==> config.mk <==
export PLATFORM = sky130hd
export DESIGN_NAME = scr_channel
export DESIGN_NICKNAME = d
export VERILOG_FILES = /design/src/scr_pkg.sv /design/src/scr_channel.sv
export SDC_FILE = /design/constraint.sdc
export NUM_CORES = 1
export LEC_CHECK = 0
export ABC_AREA = 0
export ABC_CLOCK_PERIOD_IN_PS = 7600
export BUFFER_PORTS_ARGS = -buffer_cell sky130_fd_sc_hd__buf_2
export CORE_ASPECT_RATIO = 0.5
export CORE_MARGIN = 2
export CORE_UTILIZATION = 30
export CTS_BUF_LIST = sky130_fd_sc_hd__clkbuf_4 sky130_fd_sc_hd__clkbuf_8
export DETAILED_ROUTE_END_ITERATION = 8
export PLACE_DENSITY = 0.44
export SKIP_LAST_GASP = 1
export SYNTH_ARGS = -nofsm -noshare
export SYNTH_HDL_FRONTEND = slang
export SYNTH_SLANG_ARGS = --single-unit
==> constraint.sdc <==
create_clock -name clk_i -period 7.6 [get_ports clk_i]
set_input_delay 0.38 -clock clk_i [delete_from_list [all_inputs] [get_ports clk_i]]
set_output_delay 0.38 -clock clk_i [all_outputs]
set_load 0.05 [all_outputs]
==> src/scr_pkg.sv <==
// shared constants and types for the serial receive/transmit channel block
// assumes an 8-bit host register port and byte-wide receive characters
package scr_pkg;

  localparam logic [7:0] SCR_OFS_TERM_CHAR = 8'h26;
  localparam logic [7:0] SCR_OFS_RX_FIFO_CONTROL = 8'h28;
  localparam logic [7:0] SCR_OFS_COUNT_LOW = 8'h2A;
  localparam logic [7:0] SCR_OFS_COUNT_HIGH = 8'h2B;
  localparam logic [7:0] SCR_OFS_CONFIG_ZERO = 8'h2C;
  localparam logic [7:0] SCR_OFS_CONFIG_ONE = 8'h2D;

  localparam logic [7:0] SCR_RST_CONFIG = 8'h00;
  localparam logic [7:0] SCR_RST_RX_FIFO_CONTROL = 8'h00;
  localparam logic [7:0] SCR_RST_TERM_CHAR = 8'h00;

  // rx_fifo_control fields
  localparam int SCR_RFC_TERM_EN = 0;
  localparam int SCR_RFC_THRESH_LO = 2;
  localparam int SCR_RFC_STATUS_EN = 4;
  localparam int SCR_RFC_FLOW_DISABLE = 5;
  localparam int SCR_RFC_PARITY_DISABLE = 6;

  // tx_block_len_high / rx_count_high fields
  localparam int SCR_XH_DMA = 7;
  localparam int SCR_XH_CAS = 5;
  localparam int SCR_XH_CONT = 4;

  // channel_config_zero fields
  localparam int SCR_C0_POWER = 7;
  localparam int SCR_C0_MCE = 6;
  localparam int SCR_C0_ENC_LO = 2;
  localparam int SCR_C0_MODE_LO = 0;

  // channel_config_one fields
  localparam int SCR_C1_ODS = 4;
  localparam int SCR_C1_BCR = 3;
  localparam int SCR_C1_CM_LO = 0;

  // status byte fields
  localparam int SCR_ST_PE = 7;
  localparam int SCR_ST_FE = 6;
  localparam int SCR_ST_PAR = 0;

  localparam logic [2:0] SCR_CLOCK_MODE_ONE = 3'h1;
  localparam logic [2:0] SCR_CLOCK_MODE_FIVE = 3'h5;

  typedef enum logic [2:0] {
    SCR_ENC_NRZ = 3'h0,
    SCR_ENC_RSV1 = 3'h1,
    SCR_ENC_NRZI = 3'h2,
    SCR_ENC_RSV3 = 3'h3,
    SCR_ENC_FM0 = 3'h4,
    SCR_ENC_FM1 = 3'h5,
    SCR_ENC_MANCH = 3'h6,
    SCR_ENC_UNUSED = 3'h7
  } scr_encoding_t;

  typedef enum logic [1:0] {
    SCR_MODE_HDLC = 2'h0,
    SCR_MODE_LOOP = 2'h1,
    SCR_MODE_BISYNC = 2'h2,
    SCR_MODE_ASYNC = 2'h3
  } scr_protocol_t;

  typedef struct packed {
    logic [7:0] char_bits;
    logic parity;
    logic parity_err;
    logic frame_err;
    logic flow_char;
  } scr_rx_char_t;

  typedef struct packed {
    logic power_active;
    logic master_clock_sel;
    scr_encoding_t line_encoding;
    logic encoding_reserved;
    scr_protocol_t protocol_mode;
    logic oversample_16x;
    logic majority_vote;
    logic output_driver_select;
    logic [2:0] clock_mode_select;
    logic dma_mode;
  } scr_chan_cfg_t;

endpackage

==> src/scr_channel.sv <==
// receive fifo control, transmit block length and channel configuration
// assumes a byte-wide host port synchronous to clk_i and a character
// source that already framed, checked and flagged each received character
`timescale 1ns/1ns
module scr_channel #(
  parameter int COUNT_W = 12
) (
  input wire logic clk_i,
  input wire logic rst_n_i,
  input wire logic [7:0] addr_i,
  input wire logic wr_en_i,
  input wire logic rd_en_i,
  input wire logic [7:0] wdata_i,
  output logic [7:0] rdata_o,
  input wire logic receive_memory_complete_cmd_i,
  input wire logic transmit_frame_cmd_i,
  input wire logic pool_full_int_enable_i,
  input wire logic interrupt_mask_zero_term_i,
  input wire logic parity_enable_i,
  input wire logic [1:0] char_length_i,
  input wire logic carrier_detect_input_i,
  input wire logic rx_valid_i,
  input wire scr_pkg::scr_rx_char_t rx_char_i,
  output logic rx_ready_o,
  output logic fifo_valid_o,
  output logic [7:0] fifo_data_o,
  input wire logic fifo_ready_i,
  output logic receive_pool_full_interrupt_o,
  output logic term_char_interrupt_o,
  output logic dma_req_o,
  input wire logic dma_ack_i,
  output logic rx_enable_o,
  output logic carrier_general_o,
  output scr_pkg::scr_chan_cfg_t cfg_o
);
  import scr_pkg::*;

  logic [7:0] term_char;
  logic [7:0] rx_fifo_control;
  logic [7:0] channel_config_zero;
  logic [7:0] channel_config_one;
  logic [11:0] tx_block_length;
  logic dma_mode, carrier_auto_start, continuous_transmit;
  logic [COUNT_W-1:0] rx_byte_counter;
  logic [5:0] pool_cnt;
  logic term_seen;
  logic [12:0] tx_remaining;
  logic xc_run;
  logic [7:0] buf_mem [2];
  logic [1:0] buf_cnt;
  logic stat_pending;
  logic [7:0] stat_byte;

  logic status_en, flow_disable, term_en, power;
  logic [5:0] thresh;
  logic rx_fire, drop, push, pop, rpf_evt, rmc_clear, term_hit;
  logic [7:0] data_byte, push_byte;
  logic [1:0] next_cnt;
  logic [7:0] next_mem [2];
  logic next_stat;
  logic [12:0] next_rem;
  logic [COUNT_W-1:0] rbc_view;

  // threshold in bytes from code and status format
  function automatic logic [5:0] thresh_bytes(input logic [1:0] code,
                                              input logic st);
    case (code)
      2'h0: thresh_bytes = st ? 6'h02 : 6'h01;
      2'h1: thresh_bytes = 6'h04;
      2'h2: thresh_bytes = 6'h10;
      default: thresh_bytes = 6'h20;
    endcase
  endfunction

  // character bits up to length, parity placed just above when kept
  function automatic logic [7:0] pack_data(input logic [7:0] c,
                                           input logic p,
                                           input logic [1:0] len,
                                           input logic pen,
                                           input logic parity_storage_disable);
    logic [7:0] m;
    logic [7:0] pbit;
    m = 8'hFF >> len;
    pbit = 8'h00;
    if (pen && len != 2'h0 && !parity_storage_disable) begin
      pbit = 8'(p) << (4'h8 - {2'h0, len});
    end
    pack_data = (c & m) | pbit;
  endfunction

  assign status_en = rx_fifo_control[SCR_RFC_STATUS_EN];
  assign flow_disable = rx_fifo_control[SCR_RFC_FLOW_DISABLE];
  assign term_en = rx_fifo_control[SCR_RFC_TERM_EN];
  assign power = channel_config_zero[SCR_C0_POWER];
  assign thresh = thresh_bytes(rx_fifo_control[SCR_RFC_THRESH_LO +: 2],
                               status_en);

  assign rx_fire = rx_valid_i && rx_ready_o;
  assign drop = flow_disable && rx_char_i.flow_char;
  assign data_byte = pack_data(rx_char_i.char_bits, rx_char_i.parity,
                               char_length_i, parity_enable_i,
                               rx_fifo_control[SCR_RFC_PARITY_DISABLE]);
  assign pop = fifo_valid_o && fifo_ready_i;
  assign push = stat_pending ? (buf_cnt != 2'h2 || pop) : (rx_fire && !drop);
  assign push_byte = stat_pending ? stat_byte : data_byte;
  assign term_hit = rx_fire && term_en &&
                    ((rx_char_i.char_bits & (8'hFF >> char_length_i)) ==
                     term_char);
  assign rpf_evt = pop && ({26'h0, pool_cnt} + 32'd1 == {26'h0, thresh});
  assign rmc_clear = receive_memory_complete_cmd_i && term_seen;
  assign rbc_view = rx_byte_counter + COUNT_W'(pool_cnt);

  // two-entry buffer toward the receive fifo; head at index 0
  always_comb begin
    next_mem[0] = buf_mem[0];
    next_mem[1] = buf_mem[1];
    next_cnt = buf_cnt;
    if (pop) begin
      next_mem[0] = buf_mem[1];
      next_cnt = buf_cnt - 2'h1;
    end
    if (push) begin
      next_mem[next_cnt[0]] = push_byte;
      next_cnt = next_cnt + 2'h1;
    end
    next_stat = stat_pending;
    if (stat_pending && push) begin
      next_stat = 1'b0;
    end else if (rx_fire && !drop && status_en) begin
      next_stat = 1'b1;
    end
  end

  always_ff @(posedge clk_i or negedge rst_n_i) begin
    if (!rst_n_i) begin
      buf_mem[0] <= 8'h00;
      buf_mem[1] <= 8'h00;
      buf_cnt <= 2'h0;
      stat_pending <= 1'b0;
      stat_byte <= 8'h00;
      fifo_valid_o <= 1'b0;
      fifo_data_o <= 8'h00;
      rx_ready_o <= 1'b0;
    end else begin
      buf_mem[0] <= next_mem[0];
      buf_mem[1] <= next_mem[1];
      buf_cnt <= next_cnt;
      stat_pending <= next_stat;
      if (rx_fire) begin
        stat_byte <= 8'h00;
        stat_byte[SCR_ST_PE] <= rx_char_i.parity_err;
        stat_byte[SCR_ST_FE] <= rx_char_i.frame_err;
        stat_byte[SCR_ST_PAR] <= rx_char_i.parity;
      end
      fifo_valid_o <= next_cnt != 2'h0;
      fifo_data_o <= next_mem[0];
      // the whole buffer must be empty so a following status byte fits
      rx_ready_o <= rx_enable_o && !next_stat && next_cnt == 2'h0;
    end
  end

  // pool fill and receive byte counting
  always_ff @(posedge clk_i or negedge rst_n_i) begin
    if (!rst_n_i) begin
      pool_cnt <= 6'h00;
      rx_byte_counter <= '0;
      term_seen <= 1'b0;
      receive_pool_full_interrupt_o <= 1'b0;
      term_char_interrupt_o <= 1'b0;
    end else begin
      if (rpf_evt) begin
        pool_cnt <= 6'h00;
      end else if (pop) begin
        pool_cnt <= pool_cnt + 6'h01;
      end
      // clear first so a same-cycle pool event still counts
      if (rmc_clear && rpf_evt) begin
        rx_byte_counter <= COUNT_W'(thresh);
      end else if (rmc_clear) begin
        rx_byte_counter <= '0;
      end else if (rpf_evt) begin
        rx_byte_counter <= rx_byte_counter + COUNT_W'(thresh);
      end
      if (term_hit) begin
        term_seen <= 1'b1;
      end else if (receive_memory_complete_cmd_i) begin
        term_seen <= 1'b0;
      end
      receive_pool_full_interrupt_o <= rpf_evt && pool_full_int_enable_i;
      term_char_interrupt_o <= term_hit && interrupt_mask_zero_term_i;
    end
  end

  // host register writes
  always_ff @(posedge clk_i or negedge rst_n_i) begin
    if (!rst_n_i) begin
      term_char <= SCR_RST_TERM_CHAR;
      rx_fifo_control <= SCR_RST_RX_FIFO_CONTROL;
      channel_config_zero <= SCR_RST_CONFIG;
      channel_config_one <= SCR_RST_CONFIG;
      tx_block_length <= 12'h000;
      dma_mode <= 1'b0;
      carrier_auto_start <= 1'b0;
      continuous_transmit <= 1'b0;
    end else if (wr_en_i) begin
      case (addr_i)
        SCR_OFS_TERM_CHAR: term_char <= wdata_i;
        SCR_OFS_RX_FIFO_CONTROL: rx_fifo_control <= wdata_i & 8'h7D;
        SCR_OFS_COUNT_LOW: tx_block_length[7:0] <= wdata_i;
        SCR_OFS_COUNT_HIGH: begin
          tx_block_length[11:8] <= wdata_i[3:0];
          dma_mode <= wdata_i[SCR_XH_DMA];
          carrier_auto_start <= wdata_i[SCR_XH_CAS];
          continuous_transmit <= wdata_i[SCR_XH_CONT];
        end
        SCR_OFS_CONFIG_ZERO: channel_config_zero <= wdata_i & 8'hDF;
        SCR_OFS_CONFIG_ONE: channel_config_one <= wdata_i & 8'h1F;
        default: ;
      endcase
    end
  end

  // host register reads; unmapped offsets read zero
  always_ff @(posedge clk_i or negedge rst_n_i) begin
    if (!rst_n_i) begin
      rdata_o <= 8'h00;
    end else if (rd_en_i) begin
      case (addr_i)
        SCR_OFS_TERM_CHAR: rdata_o <= term_char;
        SCR_OFS_RX_FIFO_CONTROL: rdata_o <= rx_fifo_control;
        SCR_OFS_COUNT_LOW: rdata_o <= rbc_view[7:0];
        SCR_OFS_COUNT_HIGH: begin
          rdata_o <= {dma_mode, 1'b0, carrier_auto_start, 1'b0,
                      cfg_o.protocol_mode == SCR_MODE_ASYNC ? 4'h0 :
                      rbc_view[11:8]};
        end
        SCR_OFS_CONFIG_ZERO: rdata_o <= channel_config_zero;
        SCR_OFS_CONFIG_ONE: rdata_o <= channel_config_one;
        default: rdata_o <= 8'h00;
      endcase
    end
  end

  // transmit DMA request run
  always_comb begin
    next_rem = tx_remaining;
    if (dma_req_o && dma_ack_i && tx_remaining != 13'h0000) begin
      next_rem = tx_remaining - 13'h0001;
    end
    if (transmit_frame_cmd_i && dma_mode && power) begin
      next_rem = {1'b0, tx_block_length} + 13'h0001;
    end
  end

  always_ff @(posedge clk_i or negedge rst_n_i) begin
    if (!rst_n_i) begin
      tx_remaining <= 13'h0000;
      xc_run <= 1'b0;
      dma_req_o <= 1'b0;
    end else begin
      tx_remaining <= next_rem;
      if (!dma_mode || !continuous_transmit || !power) begin
        xc_run <= 1'b0;
      end else if (transmit_frame_cmd_i) begin
        xc_run <= 1'b1;
      end
      // interrupt mode never asks the DMA controller for data
      dma_req_o <= power && dma_mode &&
                   (xc_run || next_rem != 13'h0000);
    end
  end

  // configuration decode, registered toward the channel logic
  always_ff @(posedge clk_i or negedge rst_n_i) begin
    if (!rst_n_i) begin
      cfg_o <= '0;
      rx_enable_o <= 1'b0;
      carrier_general_o <= 1'b0;
    end else begin
      cfg_o.power_active <= power;
      cfg_o.master_clock_sel <= channel_config_zero[SCR_C0_MCE] &&
        channel_config_one[SCR_C1_CM_LO +: 3] != SCR_CLOCK_MODE_FIVE;
      cfg_o.line_encoding <=
        scr_encoding_t'(channel_config_zero[SCR_C0_ENC_LO +: 3]);
      cfg_o.encoding_reserved <=
        channel_config_zero[SCR_C0_ENC_LO +: 3] == SCR_ENC_RSV1 ||
        channel_config_zero[SCR_C0_ENC_LO +: 3] == SCR_ENC_RSV3 ||
        channel_config_zero[SCR_C0_ENC_LO +: 3] == SCR_ENC_UNUSED;
      cfg_o.protocol_mode <=
        scr_protocol_t'(channel_config_zero[SCR_C0_MODE_LO +: 2]);
      cfg_o.oversample_16x <= channel_config_one[SCR_C1_BCR];
      // majority vote only meaningful on NRZ; other encodings sample once
      cfg_o.majority_vote <= channel_config_one[SCR_C1_BCR] &&
        channel_config_zero[SCR_C0_ENC_LO +: 3] == SCR_ENC_NRZ;
      cfg_o.output_driver_select <= channel_config_one[SCR_C1_ODS];
      cfg_o.clock_mode_select <= channel_config_one[SCR_C1_CM_LO +: 3];
      cfg_o.dma_mode <= dma_mode;
      rx_enable_o <= power &&
                     (!carrier_auto_start || carrier_detect_input_i);
      carrier_general_o <= !carrier_auto_start && carrier_detect_input_i &&
        channel_config_one[SCR_C1_CM_LO +: 3] != SCR_CLOCK_MODE_ONE &&
        channel_config_one[SCR_C1_CM_LO +: 3] != SCR_CLOCK_MODE_FIVE;
    end
  end
endmodule

* Yosys cells after proc, flatten, opt, wreduce, memory -nomap -nowiden
Cells that the tools add are included.
Cells by class: add/sub/neg operators 9, $lt $le $gt $ge 2, eq/ne operators 17, shifts and indexed selects 2, muxes and demuxes 27, bitwise operators 3, reduce and logical (&&, ||, !) cells 61
Operators by type and width (number):
- equality test 8 x 6 -> 1 bit (second input constant) | 6
- one-hot mux 8 bit (6 select lines) | 1
- 2-to-1 mux 12 bit | 3
- 2-to-1 mux 8 bit | 4
- logical AND 1 bit | 30
- 2-to-1 mux 13 bit | 2
- nonzero test 13 bit | 2
- adder 12 x 6 -> 12 bit | 2
- one-hot mux 6 bit (3 select lines) | 1
- bitwise mux 16 bit | 1
- 2-to-1 mux 16 bit | 1
- adder 12 x 1 -> 13 bit (second input constant) | 1
- subtractor 13 x 1 -> 13 bit (second input constant) | 1
- 2-to-1 mux 6 bit | 2
- AND reduction 2 bit | 6
- nonzero test 2 bit | 5
- bitwise AND 8 bit | 1
- demux 8 bit (select 1 bit) | 1
- equality test 8 bit | 1
- OR 8 bit | 1
- << shifter 1 x 4 -> 8 bit | 1
- >> shifter 8 x 2 -> 8 bit (first input constant) | 1
- adder 6 x 1 -> 7 bit (second input constant) | 1
- equality test 7 x 6 -> 1 bit | 1
- other kinds (23) | 45
Storage, ports and cells: flip-flop bits (word level) 126, output and inout port bits 38, logic and storage cells 158

* Depth between registers and ports, before layout
Gate-level depths: netlist of run 1.
depth in word-level cells 9, mapped depth 12, mapped depth without buffers 11

* Worst setup path before layout of run 1
Ideal clock, no wire load.
path type register to register, from register rx_fifo_control[3], to register rx_byte_counter[9], setup time 0.120 ns, data arrival time 2.351 ns, data required time 7.480 ns, slack 5.129 ns, stages on the path, launching flop included 11, buffers on the path 3, path through dfrtp_1 > buf_6 > or4_1 > a21oi_1 > a31oi_1 > or4_4 > buf_6 > nor2_4 > buf_4 > a31oi_1 > a41o_1
On the way: word-level cells in the longest chain between the ends 6, elaborated cells between the ends (all ways) 12, those cells by class add/sub (1); eq/ne (3); mux (4); reduce/logical (4)
Ends and longest elaborated chain:
- from (decl) | line scr_channel.sv:39 | logic [7:0] rx_fifo_control;
- from (signal assigned) | line scr_channel.sv:208 | SCR_OFS_RX_FIFO_CONTROL: rx_fifo_control <= wdata_i & 8'h7D;
- equality test 2 bit (tied with other cells) | line scr_channel.sv:67 | case (code)
- one-hot mux 6 bit (3 select lines) (*) | line scr_channel.sv:67
- adder 12 x 6 -> 12 bit or equality test 7 x 6 -> 1 bit (tied branches) | line scr_channel.sv:182, scr_channel.sv:109
- 2-to-1 mux 12 bit or logical AND 1 bit (tied branches) | line scr_channel.sv:181, scr_channel.sv:109
- 2-to-1 mux 12 bit or logical AND 1 bit (tied branches) | line scr_channel.sv:179, scr_channel.sv:177
- 2-to-1 mux 12 bit or nonzero test 3 bit (tied branches)
- to (signal assigned) | line scr_channel.sv:178 | rx_byte_counter <= COUNT_W'(thresh);
- to (signal assigned) | line scr_channel.sv:182 | rx_byte_counter <= rx_byte_counter + COUNT_W'(thresh);
- to (decl) | line scr_channel.sv:44 | logic [COUNT_W-1:0] rx_byte_counter;
Mark *: on every way between the ends. The rest lies on a longest branch, timed or not. The select of a mux whose other input is x is not followed. A chain may end at the register's enable or synchronous reset.

* Worst setup path in the final report of run 1
from register rx_fifo_control[4], to register rx_byte_counter[11]
On the way: word-level cells in the longest chain between the ends 6, elaborated cells between the ends (all ways) 10, those cells by class add/sub (1); eq/ne (1); mux (5); reduce/logical (3)
Ends and longest elaborated chain:
- 2-to-1 mux 2 bit (*) | line scr_channel.sv:68 | 2'h0: thresh_bytes = st ? 6'h02 : 6'h01;
- one-hot mux 6 bit (3 select lines) (*) | line scr_channel.sv:67
- adder 12 x 6 -> 12 bit or equality test 7 x 6 -> 1 bit (tied branches) | line scr_channel.sv:182, scr_channel.sv:109
- 2-to-1 mux 12 bit or logical AND 1 bit (tied branches) | line scr_channel.sv:181, scr_channel.sv:109
- 2-to-1 mux 12 bit or logical AND 1 bit (tied branches) | line scr_channel.sv:179, scr_channel.sv:177
- 2-to-1 mux 12 bit or nonzero test 3 bit (tied branches)
Marked as above.

==> results of run 1 <==
==> path summary, 6_finish.rpt <==
check / startpoint / end / slack (ns) / cells past startpoint
max: rx_fifo_control[4]$_DFFE_PN0P_ / rx_byte_counter[11]$_DFFE_PN0P_ / 4.84 / 9
min reg2reg: channel_config_zero[0]$_DFFE_PN0P_ / cfg_o[7]$_DFF_PN0_ / 0.42 / 0
max in group asynchronous: rst_n_i / pool_cnt[1]$_DFFE_PN0P_ / 5.86 / 3
max reg2reg: rx_fifo_control[4]$_DFFE_PN0P_ / rx_byte_counter[11]$_DFFE_PN0P_ / 4.84 / 9
min in group asynchronous: rst_n_i / rx_byte_counter[7]$_DFFE_PN0P_ / 0.52 / 2
min: interrupt_mask_zero_term_i / term_char_interrupt_o$_DFF_PN0_ / 0.15 / 3
==> power by group through the flow <==
stage	logic, uW	clock network, uW	registers, uW
6_report	433	614	812
5_1_grt	483	667	823
4_1_cts	438	635	812
3_5_place_dp	432	0	825
3_3_place_gp	431	0	823
2_1_floorplan	315	0	820
==> registers in the layout, summed over array words and instances, names as in the netlist, 5 cells and up, named ones only <==
name	count
rx_byte_counter	12
term_char	8
rx_fifo_control	6
tx_block_length	12
pool_cnt	6
buf_mem	8
channel_config_one	5
tx_remaining	13
channel_config_zero	7
rdata_o	8
cfg_o	15
==> through the flow <==
step	std cells	hold WS, ns	worst slack (ns)	cell area [sq um]	util
6_report	1009	0.1463	4.836	7686	0.3545
5_1_grt	1009	0.1329	4.555	7686	0.3545
4_1_cts	1009	0.1148	4.864	7686	0.3545
3_5_place_dp	976	0.3971	4.817	7264	0.3351
3_3_place_gp	976	0.3886	4.853	7264	0.3351
2_1_floorplan	623	0.08441	5.129	6630	-
==> final cells by class <==
type	instances	area (sq um)	share of cell area
well taps	300	375.4	0.04884
repair buffers	82	424.2	0.05518
inverters	25	93.84	0.01221
clock buffers	20	275.3	0.03581
clock inverters	12	136.4	0.01774
flip-flops and latches	126	3153	0.4102
multi-input cells	444	3228	0.4200
==> worst max-delay path, stage by stage, from the launching register on <==
cell     delay (ns)
dfrtp_1        0.49
nor3b_1        0.54
ha_1           0.34
a21o_1         0.17
a21o_1         0.19
a31o_2         0.26
a21o_1         0.24
nor4b_2        0.18
xnor2_1        0.18
nor2_1         0.05
==> repair_timing <==
action                    4_1_cts  5_1_grt
hold buffers                    1        0
hold endpoints to repair       70        0
setup buffers                   0        0
==> routing by layer <==
layer,part of all wire,track usage,vias up
met5,0,0,-
met4,0.020,0.05060,0
met3,0.033,0.03291,19
met2,0.45,0.2382,78
met1,0.50,0.2199,2439
li1,-,-,2370
==> kinds of logic after synthesis <==
group | count (synthesis)
fa+ha+maj | 21
simple gates | 184
xor+xnor | 49
buf+inv | 53
compound gates | 115
mux | 75
flops | 126
==> cells in the final DEF (no fill, tap or decap), types with 3 or more instances in the layout <==
cell type	Yosys	final
xnor2_1	31	31
a22o_1	7	7
nand4_1	3	3
xor2_1	18	18
clkinv_2	0	3
mux2_2	54	54
mux2i_1	21	21
inv_1	25	25
nor3b_1	5	5
nor2b_1	7	7
nand3_1	21	21
nand2b_1	6	6
nand3b_1	3	3
a21o_1	7	7
o22ai_1	6	6
nor2_1	37	37
ha_1	19	19
clkinv_4	0	4
nor4_1	8	8
nor3_1	15	15
clkbuf_8	0	20
a21oi_1	26	26
and2_1	4	4
and3_1	6	6
buf_2	1	79
dfrtp_1	126	126
a31oi_1	9	9
nor4b_1	4	4
nand2_1	49	49
o21ai_0	28	28
a21boi_0	6	6
a211oi_1	3	3
o221ai_1	3	3
or3_1	3	3
a221oi_1	3	3
==> out/qor.json, run 1 <==
{
  "outcome": {"value": "complete, no violations"},
  "share_of_synthesized_area_spent_on_multiplexers": {"value": 0.1234},
  "crit_path_max_fanout": {"value": 6},
  "final_nets": {"value": 760},
  "synth_top_family_by_area": {"value": "simple AND/OR/NAND/NOR gates"},
  "clock-skew-final": {"value": 0.01688, "unit": "ns"},
  "wl": {"value": 17330, "unit": "um"},
  "max_cap_viol_count": {"value": 0},
  "grt_first_pass_wirelength": {"value": 27880, "unit": "um"},
  "post-synth-top-area-fraction": {"value": 0.4756},
  "cts.repair.resized": {"value": 0},
  "fin_tns_setup": {"value": 0, "unit": "ns"},
  "clock_latency_reported_for_the_late_side_of_the_worst_skew_pair": {"value": 0.44, "unit": "ns"},
  "gpl.final_weighted_congestion": {"value": 0.7863},
  "insertedDiodeCount": {"value": 0},
  "std_cell_rows": {"value": 38},
  "synth.distinct_cells": {"value": 61},
  "number_of_synthesized_flops_with_an_enable_pin": {"value": 0},
  "final_min_period_over_clock_period": {"value": 0.3637},
  "cts_tree": {"value": "yes"},
  "most_frequent_cell_after_synthesis": {"value": "dfrtp_1"},
  "layout-drive-gt1-share": {"value": 0.2468},
  "cellLeakagePower": {"value": 0.003677, "unit": "uW"},
  "track_usage": {"value": 0.1555},
  "synth.avg_cell_area": {"value": 10.64, "unit": "sq um"},
  "firstDrtPassIters": {"value": 4},
  "synthToLayoutAreaGrowth": {"value": 15.93, "unit": "%"},
  "synth-compound-area-share": {"value": 0.1123},
  "synth_area_leader_cell": {"value": "dfrtp_1"},
  "cts_inserted_buffers": {"value": 17},
  "final.fill_count": {"value": 2253},
  "routedWlPerCell": {"value": 17.17, "unit": "um"},
  "cts_max_path_buffers": {"value": 2},
  "initial_utilization": {"value": 0.3058},
  "yosys.area_share.adder": {"value": 0.04189},
  "dieWidth": {"value": 214.2, "unit": "um"},
  "syn-cell-area": {"value": 6630, "unit": "sq um"},
  "pwr-share-comb": {"value": 0.233},
  "antenna_found_initial": {"value": 0},
  "place.detailed.hpwl": {"value": 12830, "unit": "um"},
  "power.switching": {"value": 626.2, "unit": "uW"},
  "worst-endpoint-arrival": {"value": 3.07, "unit": "ns"},
  "hold_viol": {"value": 0},
  "clock_sinks": {"value": 126},
  "rsz0062_at_grt": {"value": "false"},
  "via_per_inst": {"value": 4.862},
  "yosys_warning_count": {"value": 0},
  "synthXorXnorAreaFrac": {"value": 0.06473},
  "vias": {"value": 4906},
  "fmax": {"value": 361.8, "unit": "MHz"},
  "clock_tree.root_cell": {"value": "clkbuf_8"},
  "clkTransAtPathRegs": {"value": 0.08, "unit": "ns"},
  "power.share.switching": {"value": 0.3368},
  "cells_after_synth": {"value": 623},
  "seq_power_share": {"value": 0.437},
  "p_int": {"value": 1233, "unit": "uW"},
  "synth.cells.most_frequent": {"value": "dfrtp_1 (126), mux2_2 (54), nand2_1 (49)"},
  "max_slew.worst_pin.slew": {"value": 0.9436, "unit": "ns"},
  "synth_async_sr_flop_share": {"value": 1.000},
  "buffer_ports.inserted": {"value": 80},
  "ys_seq_elements": {"value": 126},
  "design.die.area": {"value": 23380, "unit": "sq um"},
  "cp_startpoint_kind": {"value": "flip-flop"},
  "synth_simple_gate_area_frac": {"value": 0.1446},
  "worst_hold_path_type": {"value": "input port to flip-flop"},
  "synth_sequential_area_ratio": {"value": 0.4756},
  "maximum_number_of_pins_on_one_net_before_global_route_repair": {"value": 73},
  "timing.critical_path.required": {"value": 7.91, "unit": "ns"},
  "slew_violations": {"value": 0},
  "floorplan.io_pins": {"value": 81},
  "die_height": {"value": 109.1, "unit": "um"},
  "vdd_ir_drop_max": {"value": 0.08828, "unit": "mV"},
  "finalCriticalPeriod": {"value": 2.764, "unit": "ns"},
  "power": {"value": 1859, "unit": "uW"},
  "category_of_the_worst_setup_path_capture_point": {"value": "flip-flop"},
  "grt_pass1_vias": {"value": 4932},
  "total_drc_errors_in_the_routed_layout": {"value": 0},
  "synth_ff_type": {"value": "dfrtp_1"},
  "kind_of_critical_path": {"value": "flip-flop to flip-flop"},
  "worst_slew_margin_rel": {"value": 0.3680},
  "syn-num-nets": {"value": 687},
  "core_region_area": {"value": 21680, "unit": "sq um"},
  "route.antenna.remaining_nets": {"value": 0},
  "htreeDepth": {"value": 4},
  "synthTopCellsByArea": {"value": "dfrtp_1 (48%), mux2_2 (9.2%), xnor2_1 (4.1%)"},
  "setup_viol": {"value": 0},
  "pwr_density_cell": {"value": 241.9, "unit": "nW/um^2"},
  "pwr-share-clk": {"value": 0.330},
  "drt_iter0_markers": {"value": 280},
  "grt_total_ovfl": {"value": 0}
}
(Power assumes the default switching activity.)
==> run 2, diff against run 1 <==
Settings changed: ABC_AREA 0 to 1, ABC_CLOCK_PERIOD_IN_PS 7600 to 2650.
Clock period 7.6 ns to 2.65 ns, I/O delays scaled along.
==> out/qor.json, run 2 <==
{
  "vdd_ir_drop_max": {"value": 0.2664, "unit": "mV"},
  "final_min_period_over_clock_period": {"value": 0.9331},
  "final_nets": {"value": 1092},
  "ys_seq_elements": {"value": 126},
  "buffer_ports.inserted": {"value": 80},
  "fin_tns_setup": {"value": 0, "unit": "ns"},
  "worst_hold_path_type": {"value": "input port to flip-flop"},
  "clock_latency_reported_for_the_late_side_of_the_worst_skew_pair": {"value": 0.45, "unit": "ns"},
  "rsz0062_at_grt": {"value": "false"},
  "instances_no_fill": {"value": 1348},
  "most_frequent_cell_after_synthesis": {"value": "nand2_1"},
  "kind_of_critical_path": {"value": "flip-flop to flip-flop"},
  "syn-num-nets": {"value": 992},
  "worst-endpoint-arrival": {"value": 2.86, "unit": "ns"},
  "initial_utilization": {"value": 0.3073},
  "layout.core_utilization": {"value": 0.3654},
  "final_common_cell": {"value": "nand2_1"},
  "htreeDepth": {"value": 4},
  "hold_viol": {"value": 0},
  "max_cap_viol_count": {"value": 0},
  "critical_path.reg2reg.startpoint": {"value": "rx_fifo_control[2]$_DFFE_PN0P_"},
  "fmax": {"value": 404.4, "unit": "MHz"},
  "largest_reg_flops": {"value": 15},
  "synthToLayoutAreaGrowth": {"value": 18.93, "unit": "%"},
  "cts_tree": {"value": "yes"},
  "dieWidth": {"value": 220.7, "unit": "um"},
  "placed_cell_area": {"value": 7777, "unit": "sq um"},
  "critical_path.startpoint": {"value": "rx_fifo_control[2]$_DFFE_PN0P_"},
  "yosys_warning_count": {"value": 0},
  "gpl.final_weighted_congestion": {"value": 0.8930},
  "clock_tree.root_cell": {"value": "clkbuf_8"},
  "outcome": {"value": "complete, no violations"},
  "slowest_cell_on_the_critical_path": {"value": "dfrtp_2"},
  "grt_total_ovfl": {"value": 0},
  "hold_slack": {"value": 0.01992, "unit": "ns"},
  "layout-drive-gt1-share": {"value": 0.1451},
  "post-synth-top-area-fraction": {"value": 0.4474},
  "area.sequential": {"value": 3154, "unit": "sq um"},
  "cts_inserted_buffers": {"value": 17},
  "finalCriticalPeriod": {"value": 2.473, "unit": "ns"},
  "core_region_area": {"value": 22930, "unit": "sq um"},
  "total_drc_errors_in_the_routed_layout": {"value": 0},
  "synth_ff_type": {"value": "dfrtp_1"},
  "pwr_density_cell": {"value": 696.9, "unit": "nW/um^2"},
  "std_cell_rows": {"value": 39},
  "cellLeakagePower": {"value": 0.004313, "unit": "uW"},
  "timing.critical_path.required": {"value": 3.03, "unit": "ns"},
  "drt_iter0_markers": {"value": 332},
  "max_slew.worst_pin.slew": {"value": 0.6638, "unit": "ns"},
  "place.detailed.instances": {"value": 1300},
  "firstDrtPassIters": {"value": 5},
  "cts_max_path_buffers": {"value": 2},
  "synth_async_sr_flop_share": {"value": 1.000},
  "clock_sinks": {"value": 126},
  "slew_violations": {"value": 0},
  "insertedDiodeCount": {"value": 0},
  "number_of_synthesized_flops_with_an_enable_pin": {"value": 0},
  "final_cell_area": {"value": 8381, "unit": "sq um"},
  "floorplan.io_pins": {"value": 81},
  "synthTopCellsByArea": {"value": "dfrtp_1 (45%), nand2_1 (15%), inv_1 (6.1%)"},
  "worst_slew_margin_rel": {"value": 0.5548},
  "antenna_found_initial": {"value": 0},
  "vias": {"value": 6297},
  "design.die.area": {"value": 24810, "unit": "sq um"},
  "clkTransAtPathRegs": {"value": 0.08, "unit": "ns"},
  "mostFrequentLayoutCells": {"value": "nand2_1 (288), dfrtp_1 (125), inv_1 (115), buf_2 (79), o21ai_0 (73)"},
  "setup_viol": {"value": 0},
  "clock-skew-final": {"value": 0.01084, "unit": "ns"},
  "worst_hold_startpoint": {"value": "wdata_i[7]"},
  "via_per_inst": {"value": 4.671},
  "track_usage": {"value": 0.1711},
  "grt_first_pass_wirelength": {"value": 32670, "unit": "um"},
  "cp_startpoint_kind": {"value": "flip-flop"},
  "maximum_number_of_pins_on_one_net_before_global_route_repair": {"value": 58},
  "category_of_the_worst_setup_path_capture_point": {"value": "flip-flop"},
  "place.detailed.hpwl": {"value": 15500, "unit": "um"},
  "crit_path_max_fanout": {"value": 5},
  "critical_path.cell_chain": {"value": "nor2_2 > inv_2 > nor2_2 > ha_2 > inv_1 > fa_1 > inv_1 > nand2_1 > a21oi_2 > buf_4 > a31oi_1 > xor2_1 > a21oi_1 > nand2_1 > o21ai_1"},
  "leading_registers_by_flop_count": {"value": "cfg_o: 15 flops, tx_remaining: 13 flops"},
  "die_height": {"value": 112.4, "unit": "um"},
  "synth_sequential_area_ratio": {"value": 0.4474},
  "route.antenna.remaining_nets": {"value": 0},
  "grt_pass1_vias": {"value": 6216},
  "synth.cells.most_frequent": {"value": "nand2_1 (288), dfrtp_1 (126), inv_1 (115)"},
  "largest_stage_delay_on_the_critical_path": {"value": 0.44, "unit": "ns"},
  "multiInputGateArea": {"value": 3321, "unit": "sq um"},
  "wl": {"value": 20120, "unit": "um"},
  "top_register": {"value": "cfg_o"},
  "synth.avg_cell_area": {"value": 7.593, "unit": "sq um"},
  "routedWlPerCell": {"value": 14.92, "unit": "um"},
  "synth_area_leader_cell": {"value": "dfrtp_1"},
  "final.fill_count": {"value": 2461},
  "syn-cell-area": {"value": 7047, "unit": "sq um"},
  "cells_after_synth": {"value": 928},
  "synth.distinct_cells": {"value": 48}
}
## run 2: critical path: cells and delay by family (launching register included)
kind / cells / cell delay (ns)
XOR/XNOR: 1 / 0.15
buffers and inverters: 4 / 0.35
AND/OR/NAND/NOR: 4 / 0.43
adder cells (fa/ha/maj): 2 / 0.59
flip-flops: 1 / 0.44
AO/OA/AOI/OAI: 4 / 0.44
## run 2: logic make-up after synthesis
family          Yosys count  share of synthesized area
simple gates            469                     0.2859
flops                   126                     0.4474
xor+xnor                 20                    0.02486
compound gates          143                     0.1138
mux                       4                   0.006037
buf+inv                 145                    0.08256
fa+ha+maj                21                    0.03942
## run 2: report_power, final
group | internal [uW] | switching (uW) | total [uW] | leakage [uW]
Clock | 1080 | 809 | 1890 | 0.000224
Sequential | 2180 | 241 | 2420 | 0.00165
Combinational | 520 | 1020 | 1540 | 0.00244
## run 2: stage by stage
stage | setup slack (ns) | total power, uW
after global placement | 0.1810 | 3963
after floorplan | 0.3732 | 3535
after detailed placement | 0.1048 | 3969
final | 0.1773 | 5840
after global routing | 0.001214 | 6232
after CTS | 0.09032 | 5905
## run 2: final cells by class
class                   instances  share of cell area
well taps                     307             0.04583
multi-input cells             657              0.3962
flip-flops and latches        126              0.3764
clock buffers                  21             0.03225
clock inverters                11             0.01971
inverters                     125             0.05629
repair buffers                101             0.07331
## run 2: timing repair
| action | CTS | global route |
|---|---|---|
| endpoints found under the setup margin | 0 | 2 |
| hold buffers | 15 | 0 |
| gates resized for setup | 0 | 4 |
| endpoints found under the hold margin | 72 | 0 |
| buffers inserted | 0 | 1 |
## run 2: worst paths after layout
check | slack [ns] | endpoint | cells after the start
hold / removal | 0.02 | dma_mode$_DFFE_PN0P_ | 3
setup reg to reg | 0.18 | rx_byte_counter[6]$_DFFE_PN0P_ | 15
min in group asynchronous | 0.23 | term_char[5]$_DFFE_PN0P_ | 2
setup / recovery | 0.18 | rx_byte_counter[6]$_DFFE_PN0P_ | 15
max in group asynchronous | 1.74 | tx_remaining[12]$_DFF_PN0_ | 3
hold reg to reg | 0.38 | cfg_o[6]$_DFF_PN0_ | 0
## run 2: metal layers
| metal | GRT usage | vias up | wire length, um |
|---|---|---|---|
| li1 | - | 3197 | - |
| met1 | 0.2444 | 2978 | 10010 |
| met2 | 0.2642 | 103 | 9004 |
| met3 | 0.03415 | 19 | 794 |
| met4 | 0.04578 | 0 | 303 |
| met5 | 0 | - | 0 |
